**config.mk**
```make
export PLATFORM = sky130hd
export DESIGN_NAME = hbfm_monitor
export DESIGN_NICKNAME = d
export VERILOG_FILES = /design/src/include/hbfm_pkg.sv /design/src/design/hbfm_monitor.sv
export SDC_FILE = /design/constraint.sdc
export NUM_CORES = 1
export LEC_CHECK = 0
export ABC_AREA = 1
export BUFFER_PORTS_ARGS = -buffer_cell sky130_fd_sc_hd__buf_4
export CORE_ASPECT_RATIO = 0.5
export CORE_MARGIN = 3
export CORE_UTILIZATION = 35
export CTS_BUF_LIST = sky130_fd_sc_hd__clkbuf_4 sky130_fd_sc_hd__clkbuf_8 sky130_fd_sc_hd__clkbuf_16
export DETAILED_ROUTE_END_ITERATION = 12
export PLACE_DENSITY_LB_ADDON = 0.12
export SLEW_MARGIN = 20
export SYNTH_ARGS = -nofsm -noshare
export SYNTH_HDL_FRONTEND = slang
export SYNTH_SLANG_ARGS = --single-unit
```
**constraint.sdc**
```tcl
create_clock -name sys_clk_i -period 10 [get_ports sys_clk_i]
set_clock_uncertainty 0.1 [all_clocks]
set_input_delay 1.5 -clock sys_clk_i [delete_from_list [all_inputs] [get_ports sys_clk_i]]
set_output_delay 1.5 -clock sys_clk_i [all_outputs]
set_load 0.02 [all_outputs]
```
**src/include/hbfm_pkg.sv**
```systemverilog
package hbfm_pkg;

  // ****************************************************************
  // word layout
  // ****************************************************************
  localparam int          WORD_W       = 16;
  localparam int          NUM_SW       = 6;
  localparam int          PREWARN_BIT  = 0;
  localparam int          SW_LSB       = 1;
  localparam int          SHORT_BIT    = 13;
  localparam int          OPEN_BIT     = 14;
  localparam int          SUPPLY_BIT   = 15;
  localparam int          CLEAR_BIT    = 0;
  localparam int          TRIP_EN_BIT  = 13;
  localparam logic [15:0] CTRL_RESET   = 16'h2000;
  localparam logic [4:0]  WORD_BITS    = 5'h10;

  // ****************************************************************
  // timing
  // ****************************************************************
  localparam int CLK_PERIOD_NS        = 4;
  localparam int UNDERVOLT_FILTER_NS  = 10000;
  localparam int SHUTDOWN_FILTER_NS   = 10000;
  localparam int SCLK_MAX_KHZ         = 2000;
  localparam int UV_FILTER_CYC =
    (UNDERVOLT_FILTER_NS + CLK_PERIOD_NS - 1) / CLK_PERIOD_NS;
  localparam int SD_FILTER_CYC =
    (SHUTDOWN_FILTER_NS + CLK_PERIOD_NS - 1) / CLK_PERIOD_NS;

  // ****************************************************************
  // serial link states
  // ****************************************************************
  typedef enum logic [1:0] {
    HBFM_IDLE  = 2'b01,
    HBFM_SHIFT = 2'b10
  } hbfm_link_t;

endpackage

```
**src/design/hbfm_monitor.sv**
```systemverilog
`timescale 1ns/1ps
// Behaviour
// - detected load-supply undervoltage sets supply-fail flag and disables all switches.
// - undervoltage counts only after persisting longer than the undervoltage filter time.
// - switches come back immediately once the supply recovers.
// - supply-fail flag stays high until a status clear.
// - on-state switch below open-load current past shutdown filter time sets open-load flag.
// - open-load flag stays high until a status clear.
// - prewarning flag follows the hysteretic prewarning temperature comparator.
// - prewarning flag appears on serial out at chip-select fall.
// - transfer aborted early leaves input and output words unchanged.
// - thermal shutdown disables all switches, their status bits read low.
// - after thermal shutdown, re-enable needs cool temperature and a status clear.
// - overcurrent shutdown acts only while trip enable bit is high.
// - tripped overcurrent past filter time turns switch off and sets short flag.
// - with trip disabled overcurrent sets short flag, switches untouched.
// - status clear resets short flag and re-enables tripped switches.
// - sleep low turns switches off to high impedance and erases words.
// - sleep back high restarts the block from its power-on state.
// - status word: prewarn bit 0, short 13, open-load 14, supply-fail 15.
// - after reset input word has trip enable high, clear and switch bits low.
// - status bits 1 to 6 show actual switch state, untouched by clear.
module hbfm_monitor
  import hbfm_pkg::*;
#(
  parameter int CNT_W  = 12,
  parameter int UV_CYC = UV_FILTER_CYC,
  parameter int SD_CYC = SD_FILTER_CYC
) (
  input  wire logic              sys_clk_i,
  input  wire logic              reset_i,
  input  wire logic              sleep_input_n_i,
  input  wire logic              cs_n_i,
  input  wire logic              sclk_i,
  input  wire logic              sdi_i,
  input  wire logic              load_supply_low_i,
  input  wire logic [NUM_SW-1:0] open_load_raw_i,
  input  wire logic [NUM_SW-1:0] overcurrent_raw_i,
  input  wire logic              prewarn_on_temp_i,
  input  wire logic              shutdown_temp_i,
  input  wire logic              below_on_temp_i,
  output logic                   sdo_o,
  output logic                   sdo_oe_o,
  output logic [NUM_SW-1:0]      switch_en_o,
  output logic                   outputs_hiz_o,
  output logic                   supply_fail_flag_o,
  output logic                   open_load_flag_o,
  output logic                   short_trip_flag_o,
  output logic                   prewarn_flag_o
);

  if (UV_CYC < 1 || SD_CYC < 1 || UV_CYC >= 2**CNT_W || SD_CYC >= 2**CNT_W) begin : g_bad_cnt
    $error("filter counts do not fit the counter width");
  end

  localparam int SYNC_W = 5 + 2 * NUM_SW + 3;

  // ****************************************************************
  // input synchronisers
  // ****************************************************************
  logic [SYNC_W-1:0] sync1_q;
  logic [SYNC_W-1:0] sync2_q;
  logic              awake_s;
  logic              cs_n_s;
  logic              sclk_s;
  logic              sdi_s;
  logic              uv_s;
  logic [NUM_SW-1:0] ol_s;
  logic [NUM_SW-1:0] oc_s;
  logic              pw_s;
  logic              shut_s;
  logic              cool_s;

  always_ff @(posedge sys_clk_i or posedge reset_i) begin
    if (reset_i) begin
      sync1_q <= '0;
      sync2_q <= '0;
    end else begin
      sync1_q <= {sleep_input_n_i, cs_n_i, sclk_i, sdi_i, load_supply_low_i,
                  open_load_raw_i, overcurrent_raw_i, prewarn_on_temp_i,
                  shutdown_temp_i, below_on_temp_i};
      sync2_q <= sync1_q;
    end
  end

  assign {awake_s, cs_n_s, sclk_s, sdi_s, uv_s, ol_s, oc_s, pw_s, shut_s, cool_s} = sync2_q;

  // sleep holds the whole block in its power-on state; release is the restart
  logic asleep;
  assign asleep = ~awake_s;

  function automatic logic [CNT_W-1:0] filt_step(input logic             cond,
                                                 input logic [CNT_W-1:0] cnt,
                                                 input logic [CNT_W-1:0] term);
    if (!cond) begin
      filt_step = '0;
    end else if (cnt == term) begin
      filt_step = cnt;
    end else begin
      filt_step = cnt + 1'b1;
    end
  endfunction

  localparam logic [CNT_W-1:0] UV_TERM = CNT_W'(UV_CYC);
  localparam logic [CNT_W-1:0] SD_TERM = CNT_W'(SD_CYC);

  // ****************************************************************
  // serial link
  // ****************************************************************
  hbfm_link_t        state_q;
  logic              sclk_prev_q;
  logic [4:0]        bit_cnt_q;
  logic [WORD_W-1:0] rx_q;
  logic [WORD_W-1:0] tx_q;
  logic [WORD_W-1:0] ctrl_q;
  logic              clear_pulse_q;
  logic              sdo_q;
  logic              sdo_oe_q;
  logic [WORD_W-1:0] status_word;
  logic              sclk_rise;
  logic              sclk_fall;
  logic              accept;
  logic              uv_det_q;
  logic              supply_fail_q;
  logic              open_load_q;
  logic              short_q;
  logic              prewarn_q;
  logic              therm_off_q;
  logic [NUM_SW-1:0] trip_q;
  logic [NUM_SW-1:0] switch_en_q;
  logic              hiz_q;

  assign sclk_rise = sclk_s & ~sclk_prev_q;
  assign sclk_fall = ~sclk_s & sclk_prev_q;
  // a word counts only when exactly sixteen clocks came in; anything else is an abort
  assign accept    = (state_q == HBFM_SHIFT) && cs_n_s && (bit_cnt_q == WORD_BITS);

  assign status_word = {supply_fail_q, open_load_q, short_q, 6'h00, switch_en_q, prewarn_q};

  always_ff @(posedge sys_clk_i or posedge reset_i) begin
    if (reset_i) begin
      sclk_prev_q <= 1'b0;
      state_q   <= HBFM_IDLE;
      bit_cnt_q <= '0;
      rx_q      <= '0;
      tx_q      <= '0;
      sdo_q     <= 1'b0;
      sdo_oe_q  <= 1'b0;
    end else if (asleep) begin
      sclk_prev_q <= sclk_s;
      state_q   <= HBFM_IDLE;
      bit_cnt_q <= '0;
      rx_q      <= '0;
      tx_q      <= '0;
      sdo_q     <= 1'b0;
      sdo_oe_q  <= 1'b0;
    end else begin
      sclk_prev_q <= sclk_s;
      unique case (state_q)
        HBFM_IDLE: begin
          if (!cs_n_s) begin
            state_q   <= HBFM_SHIFT;
            bit_cnt_q <= '0;
            tx_q      <= status_word;
            sdo_q     <= status_word[PREWARN_BIT];
            sdo_oe_q  <= 1'b1;
          end
        end
        HBFM_SHIFT: begin
          if (cs_n_s) begin
            state_q  <= HBFM_IDLE;
            sdo_oe_q <= 1'b0;
          end else begin
            if (sclk_rise) begin
              rx_q <= {sdi_s, rx_q[WORD_W-1:1]};
              // saturate above sixteen so an over-long frame is rejected
              if (bit_cnt_q <= WORD_BITS) begin
                bit_cnt_q <= bit_cnt_q + 5'h01;
              end
            end
            if (sclk_fall) begin
              tx_q  <= {1'b0, tx_q[WORD_W-1:1]};
              sdo_q <= tx_q[1];
            end
          end
        end
      endcase
    end
  end

  always_ff @(posedge sys_clk_i or posedge reset_i) begin
    if (reset_i) begin
      ctrl_q        <= CTRL_RESET;
      clear_pulse_q <= 1'b0;
    end else if (asleep) begin
      ctrl_q        <= CTRL_RESET;
      clear_pulse_q <= 1'b0;
    end else begin
      clear_pulse_q <= accept & rx_q[CLEAR_BIT];
      if (accept) begin
        ctrl_q <= rx_q;
      end
    end
  end

  // ****************************************************************
  // fault filters
  // ****************************************************************
  logic [CNT_W-1:0]  uv_cnt_q;
  logic [CNT_W-1:0]  ol_cnt_q [NUM_SW];
  logic [CNT_W-1:0]  oc_cnt_q [NUM_SW];
  logic [NUM_SW-1:0] ol_hit;
  logic [NUM_SW-1:0] oc_hit;
  logic              uv_hit;

  assign uv_hit = uv_s && (uv_cnt_q == UV_TERM);

  always_ff @(posedge sys_clk_i or posedge reset_i) begin
    if (reset_i) begin
      uv_cnt_q <= '0;
    end else if (asleep) begin
      uv_cnt_q <= '0;
    end else begin
      uv_cnt_q <= filt_step(uv_s, uv_cnt_q, UV_TERM);
    end
  end

  for (genvar i = 0; i < NUM_SW; i++) begin : g_sw
    // open load only makes sense while the switch is meant to conduct
    assign ol_hit[i] = switch_en_q[i] && ol_s[i] && (ol_cnt_q[i] == SD_TERM);
    assign oc_hit[i] = switch_en_q[i] && oc_s[i] && (oc_cnt_q[i] == SD_TERM);

    always_ff @(posedge sys_clk_i or posedge reset_i) begin
      if (reset_i) begin
        ol_cnt_q[i] <= '0;
        oc_cnt_q[i] <= '0;
      end else if (asleep) begin
        ol_cnt_q[i] <= '0;
        oc_cnt_q[i] <= '0;
      end else begin
        ol_cnt_q[i] <= filt_step(switch_en_q[i] & ol_s[i], ol_cnt_q[i], SD_TERM);
        oc_cnt_q[i] <= filt_step(switch_en_q[i] & oc_s[i], oc_cnt_q[i], SD_TERM);
      end
    end
  end

  // ****************************************************************
  // latched flags, set wins over clear
  // ****************************************************************
  always_ff @(posedge sys_clk_i or posedge reset_i) begin
    if (reset_i) begin
      uv_det_q      <= 1'b0;
      supply_fail_q <= 1'b0;
      open_load_q   <= 1'b0;
      short_q       <= 1'b0;
      prewarn_q     <= 1'b0;
    end else if (asleep) begin
      uv_det_q      <= 1'b0;
      supply_fail_q <= 1'b0;
      open_load_q   <= 1'b0;
      short_q       <= 1'b0;
      prewarn_q     <= 1'b0;
    end else begin
      uv_det_q      <= uv_hit || (uv_det_q && uv_s);
      supply_fail_q <= uv_hit || (supply_fail_q && !clear_pulse_q);
      open_load_q   <= (|ol_hit) || (open_load_q && !clear_pulse_q);
      short_q       <= (|oc_hit) || (short_q && !clear_pulse_q);
      prewarn_q     <= pw_s;
    end
  end

  always_ff @(posedge sys_clk_i or posedge reset_i) begin
    if (reset_i) begin
      therm_off_q <= 1'b0;
    end else if (asleep) begin
      therm_off_q <= 1'b0;
    end else if (shut_s) begin
      therm_off_q <= 1'b1;
    end else if (clear_pulse_q && cool_s) begin
      therm_off_q <= 1'b0;
    end
  end

  always_ff @(posedge sys_clk_i or posedge reset_i) begin
    if (reset_i) begin
      trip_q <= '0;
    end else if (asleep) begin
      trip_q <= '0;
    end else begin
      // trip enable gates only the shutdown, the flag is set regardless
      trip_q <= (oc_hit & {NUM_SW{ctrl_q[TRIP_EN_BIT]}}) | (trip_q & ~{NUM_SW{clear_pulse_q}});
    end
  end

  // ****************************************************************
  // switch drive
  // ****************************************************************
  always_ff @(posedge sys_clk_i or posedge reset_i) begin
    if (reset_i) begin
      switch_en_q <= '0;
      hiz_q       <= 1'b1;
    end else if (asleep) begin
      switch_en_q <= '0;
      hiz_q       <= 1'b1;
    end else begin
      switch_en_q <= ctrl_q[SW_LSB +: NUM_SW] & ~trip_q
                     & {NUM_SW{~uv_det_q & ~therm_off_q}};
      hiz_q       <= 1'b0;
    end
  end

  assign sdo_o              = sdo_q;
  assign sdo_oe_o           = sdo_oe_q;
  assign switch_en_o        = switch_en_q;
  assign outputs_hiz_o      = hiz_q;
  assign supply_fail_flag_o = supply_fail_q;
  assign open_load_flag_o   = open_load_q;
  assign short_trip_flag_o  = short_q;
  assign prewarn_flag_o     = prewarn_q;

  logic [CNT_W:0] uv_run_q;
  always_ff @(posedge sys_clk_i or posedge reset_i) begin
    if (reset_i) begin
      uv_run_q <= '0;
    end else if (!uv_s || asleep) begin
      uv_run_q <= '0;
    end else if (uv_run_q[CNT_W] == 1'b0) begin
      uv_run_q <= uv_run_q + 1'b1;
    end
  end
endmodule

```
[Word-level counts from Yosys, hierarchy flattened]
Index checks and enable logic that the tools add are counted.
Storage, ports and cells
  bits in registers: 272
  input port bits: 22
  word-level logic and storage cells: 239
  output and inout port bits: 13
Cells by class
  bitwise operators: 27
  add/sub/neg operators: 14
  mux-type cells: 81
  reductions and logical operators: 43
  equal/unequal tests: 40
  magnitude comparators: 1
Operators by type and width (number)
  $mux W12: 39
  $add A12 B1 Y12 const B: 13
  $eq A12 B12 Y1 const B: 13
  $mux W16: 8
  $ne A3 B3 Y1 const B: 18
  $logic_and A1 B1 Y1: 32
  $pmux W16 S2: 1
  $mux W14: 2
  $mux W5: 5
  $and A6 B6 Y6: 4
  $mux W1: 17
  $and A1 B1 Y1: 16
  $mux W6: 2
  $not A6 Y6: 2
  $reduce_or A6 Y1: 2
  $pmux W5 S2: 1
  $mux W2: 3
  $ne A2 B1 Y1 const B: 3
  $ne A3 B2 Y1 const B: 2
  $or A6 B6 Y6: 1
  $reduce_and A3 Y1: 2
  $add A5 B1 Y5 const B: 1
  $eq A5 B5 Y1 const B: 1
  $le A5 B5 Y1 const B: 1
  10 further kinds: 17

[Logic depth before layout (Yosys ltp)]
  word-level depth: 6
  mapped depth: 10
  depth with buffers taken out: 9

[Worst setup path after synthesis]
No wires, ideal clock.
  path kind: reg-to-output
  from: register hiz_q (netlist: outputs_hiz_o)
  to: output port outputs_hiz_o
  setup slack: 7.846 ns
  required time: 8.400 ns
  data arrival time: 0.554 ns
  cell stages (with the launch flop): 1
  buffers on the path: 0
  cell sequence: dfstp_2
RTL lines
  start, declared: line hbfm_monitor.sv:131  | logic hiz_q;
  start signal, assigned: line hbfm_monitor.sv:301  | hiz_q <= 1'b1;
  start signal, assigned: line hbfm_monitor.sv:304  | hiz_q <= 1'b1;
  start signal, assigned: line hbfm_monitor.sv:308  | hiz_q <= 1'b0;
  end, declared: line hbfm_monitor.sv:45  | output logic outputs_hiz_o,
No word-level cell between the ends.

[Worst setup path in the final report]
  from: register sync2_q[19]
  to: register tx_q[1]
Between the ends
  longest elaborated chain between the ends: 2
  elaborated cells between the ends (all ways): 5
  those cells by class: 3 x eq/ne; 1 x mux; 1 x reduce/logical
RTL lines
  start, declared: line hbfm_monitor.sv:62  | logic [SYNC_W-1:0] sync2_q;
  start signal, assigned: line hbfm_monitor.sv:82  | sync2_q <= sync1_q;
  $ne A3 B3 Y1 (no source line)
  $reduce_and A3 Y1 (no source line)
  end signal, assigned: line hbfm_monitor.sv:164  | tx_q <= status_word;
  end signal, assigned: line hbfm_monitor.sv:182  | tx_q <= {1'b0, tx_q[WORD_W-1:1]};
  end, declared: line hbfm_monitor.sv:114  | logic [WORD_W-1:0] tx_q;
Several ways; a longest one is shown, not always the timed one.
A chain may end at the register's enable or synchronous reset.

==> flow_summary.toml <==
[cells_and_area]
fin_cells = 2124
ff_latch_area_um2 = 6590
layout-drive-gt1-share = 0.0716
area_delta_synth_final_pct = 13.9
antenna_cells = 0
fill_cells = 3528
nets = 1679
multi_input_area_um2 = 5180
final_util = 0.413

[routing]
routed_via_density = 4.92
vias = 10400
drc = 0
wire_per_inst_um = 13.5
wl_um = 28700
drtIter0Drc = 756
drt-pass1-iter-count = 4
drt.antenna.violating_nets = 0

[sta]
fin_ws_ns = 7.01
whs_ns = 0.247
relSlewSlack = 0.316
setup_viol = 0
tns_ns = 0
fin_crit_sh = 0.299
worst_pin_slew_ns = 1.03
slew_violations = 0
timing.fmax_ghz = 0.335
rsz0062_at_grt = "no"
finalHoldViolations = 0
fin_crit_ns = 2.99

[setup_path]
required_ns = 10.35
path_delay_family = "flip-flops"
path_buf_inv = 3
critPathMaxStageDelay_ns = 0.79
path_class = "reg -> reg"
crit_path_top_delay_cell = "dfrtp_2"
cp-start-kind = "register"
critical_path.max_fanout = 45
end_kind = "register"
crit_chain = "inv_2 > buf_4 > nor2_2 > inv_2 > o21ai_4 > nand2_1 > o21ai_1"
critPathArrivalTime_ns = 3.34
cpMostUsedCell = "inv_2"

[yosys]
ys_seq_elements = 263
synth_most_common_cell = "nand2_1"
syn-mean-instance-area_um2 = 8.05
synth_top_family_by_area = "simple AND/OR/NAND/NOR gates"
synthSimpleGateAreaFrac = 0.280
synth_top_area_cell = "dfrtp_1"
synthMuxAreaShare = 0
synth.distinct_cells = 43
synthTopCellsByArea = "dfrtp_1 (51%), nand2_1 (10%), inv_1 (6.9%), nand3_1 (5.5%), nor2_1 (5.3%)"
synthArstFlopShare = 1.00
synthFlopType = "dfrtp_1"
synth_compound_area_frac = 0.0863
netlist.area_leader.share = 0.510
yosys-top-cells-count = "nand2_1 (344), dfrtp_1 (260), inv_1 (233), nor2_1 (180), nand3_1 (140)"
netlist_area_um2 = 12800
synth_xor_area_frac = 0.0110
synth_edf_count = 0
netlist_instances = 1586
synth_nets = 1636
yosysSeqAreaShare = 0.516
yosys.area_share.adder = 0.0274
yosys_warnings = 0

[global_routing]
met1_usage = 0.212
grt_pass1_vias = 10000
busiest_layer = "met2"
grt_pass1_wl_um = 49000
grt_max_degree = 171
met2_usage = 0.238
antenna_found_initial = 0
use_met3 = 0.0222
grtUsageTotal = 0.148
grt.overflow.total = 0

[floorplan]
fp.dieArea_um2 = 38900
ioPinCount = 35
dieHeight_um = 141
initial_core_util = 0.363
coreArea_um2 = 35200
die_x_um = 276
placementRows = 48

[clocking]
clk_latency_ns = 0.53
holdBufCountCts = 0
htreeDepth = 1
post_cts_buffers = 0
cts_root_buffer = "clkbuf_16"
cts_buffers = 26
cts-resized-gates = 0
cts.clk_slew.worst_paths_ns = 0.07
cts_sinks = 263
clockBufferDepth = 3
cts_tree = "yes"

[pwr]
peakVddDrop_v = 0.000117
powerDensity_nw_per_um2 = 155
leakage_uw = 0.00647

[place]
dp.cells = 2075
pre_cts_slack_ns = 6.74
gp_congestion = 0.856
dp_hpwl_um = 19800
numPortBuffers = 34

[worst_hold_path]
hold_path_class = "reg -> reg"

[run]
drv_cap = 0

[run_status]
status = "complete, no violations"
==> where the power goes <==
part           internal, uW  switching (uW)
sequential             1080            9.11
clock                   677             425
combinational          14.8            47.2
==> state kept, by name (all words and copies together) (netlist names), 6 cells and up <==
name	cells
switch_en_o	6
sync1_q	20
ctrl_q	7
trip_q	6
ol_cnt_q	72
oc_cnt_q	72
sync2_q	20
uv_cnt_q	12
rx_q	16
tx_q	15
==> kinds of logic (layout without fill, tap and decap cells) <==
group,after synthesis,in the layout
adder cells (fa/ha/maj),28,28
flip-flops,263,263
buffers and inverters,261,324
AO/OA/AOI/OAI,200,200
XOR/XNOR,16,16
AND/OR/NAND/NOR,818,818
==> worst paths after layout <==
path | startpoint | end | slack (ns) | cells after the start
min in group asynchronous | reset_i | ol_cnt_q[43]$_DFFE_PP0P_ | 0.97 | 2
worst min-delay path | sync1_q[2]$_DFF_PP0_ | sync2_q[2]$_DFF_PP0_ | 0.25 | 0
worst max-delay path | sync2_q[19]$_DFF_PP0_ | tx_q[1]$_DFFE_PP0P_ | 7.01 | 7
worst max register to register | sync2_q[19]$_DFF_PP0_ | tx_q[1]$_DFFE_PP0P_ | 7.01 | 7
max in group asynchronous | reset_i | sync2_q[19]$_DFF_PP0_ | 7.31 | 3
worst min register to register | sync1_q[2]$_DFF_PP0_ | sync2_q[2]$_DFF_PP0_ | 0.25 | 0
==> routing by layer <==
metal	routed length [um]	part of all wire
met3	981	0.034
met4	552	0.019
met1	14300	0.50
met5	0	0
met2	12900	0.45
==> cell usage in the layout, fill, tap and decap left out, types with 8 or more instances in the layout <==
cell       Yosys  layout
clkbuf_16      0      27
or2_2          8       8
nand4_1       39      39
nor2_2         8       8
a211oi_1       9       9
o21ai_1       15      15
nor4_1        25      25
nor2_1       180     180
buf_4          1      36
inv_1        233     232
o21ai_0       88      88
a31oi_1        8       8
xor2_1        14      14
a21oi_1       60      60
nand2_1      344     344
ha_1          28      28
a22oi_1        9       9
dfrtp_1      260     259
nor3_1        62      62
nand3_1      140     140
==> cell type report <==
| class | instances | share of cell area |
|---|---|---|
| Inverter | 238 | 0.0619 |
| Multi-Input combinational cell | 1062 | 0.356 |
| Timing Repair Buffer | 38 | 0.0207 |
| Clock buffer | 35 | 0.0536 |
| Tap cell | 475 | 0.0409 |
| Sequential cell | 263 | 0.453 |
| Clock inverter | 13 | 0.0140 |
==> per-stage QoR <==
stage | power, uW | instance area, um^2
floorplan | 1150 | 12800
global placement | 1170 | 13500
detailed placement | 1170 | 13500
CTS | 2290 | 14500
global route | 2350 | 14500
finish | 2250 | 14500
Note: power is estimated with default switching activity, not from simulation.
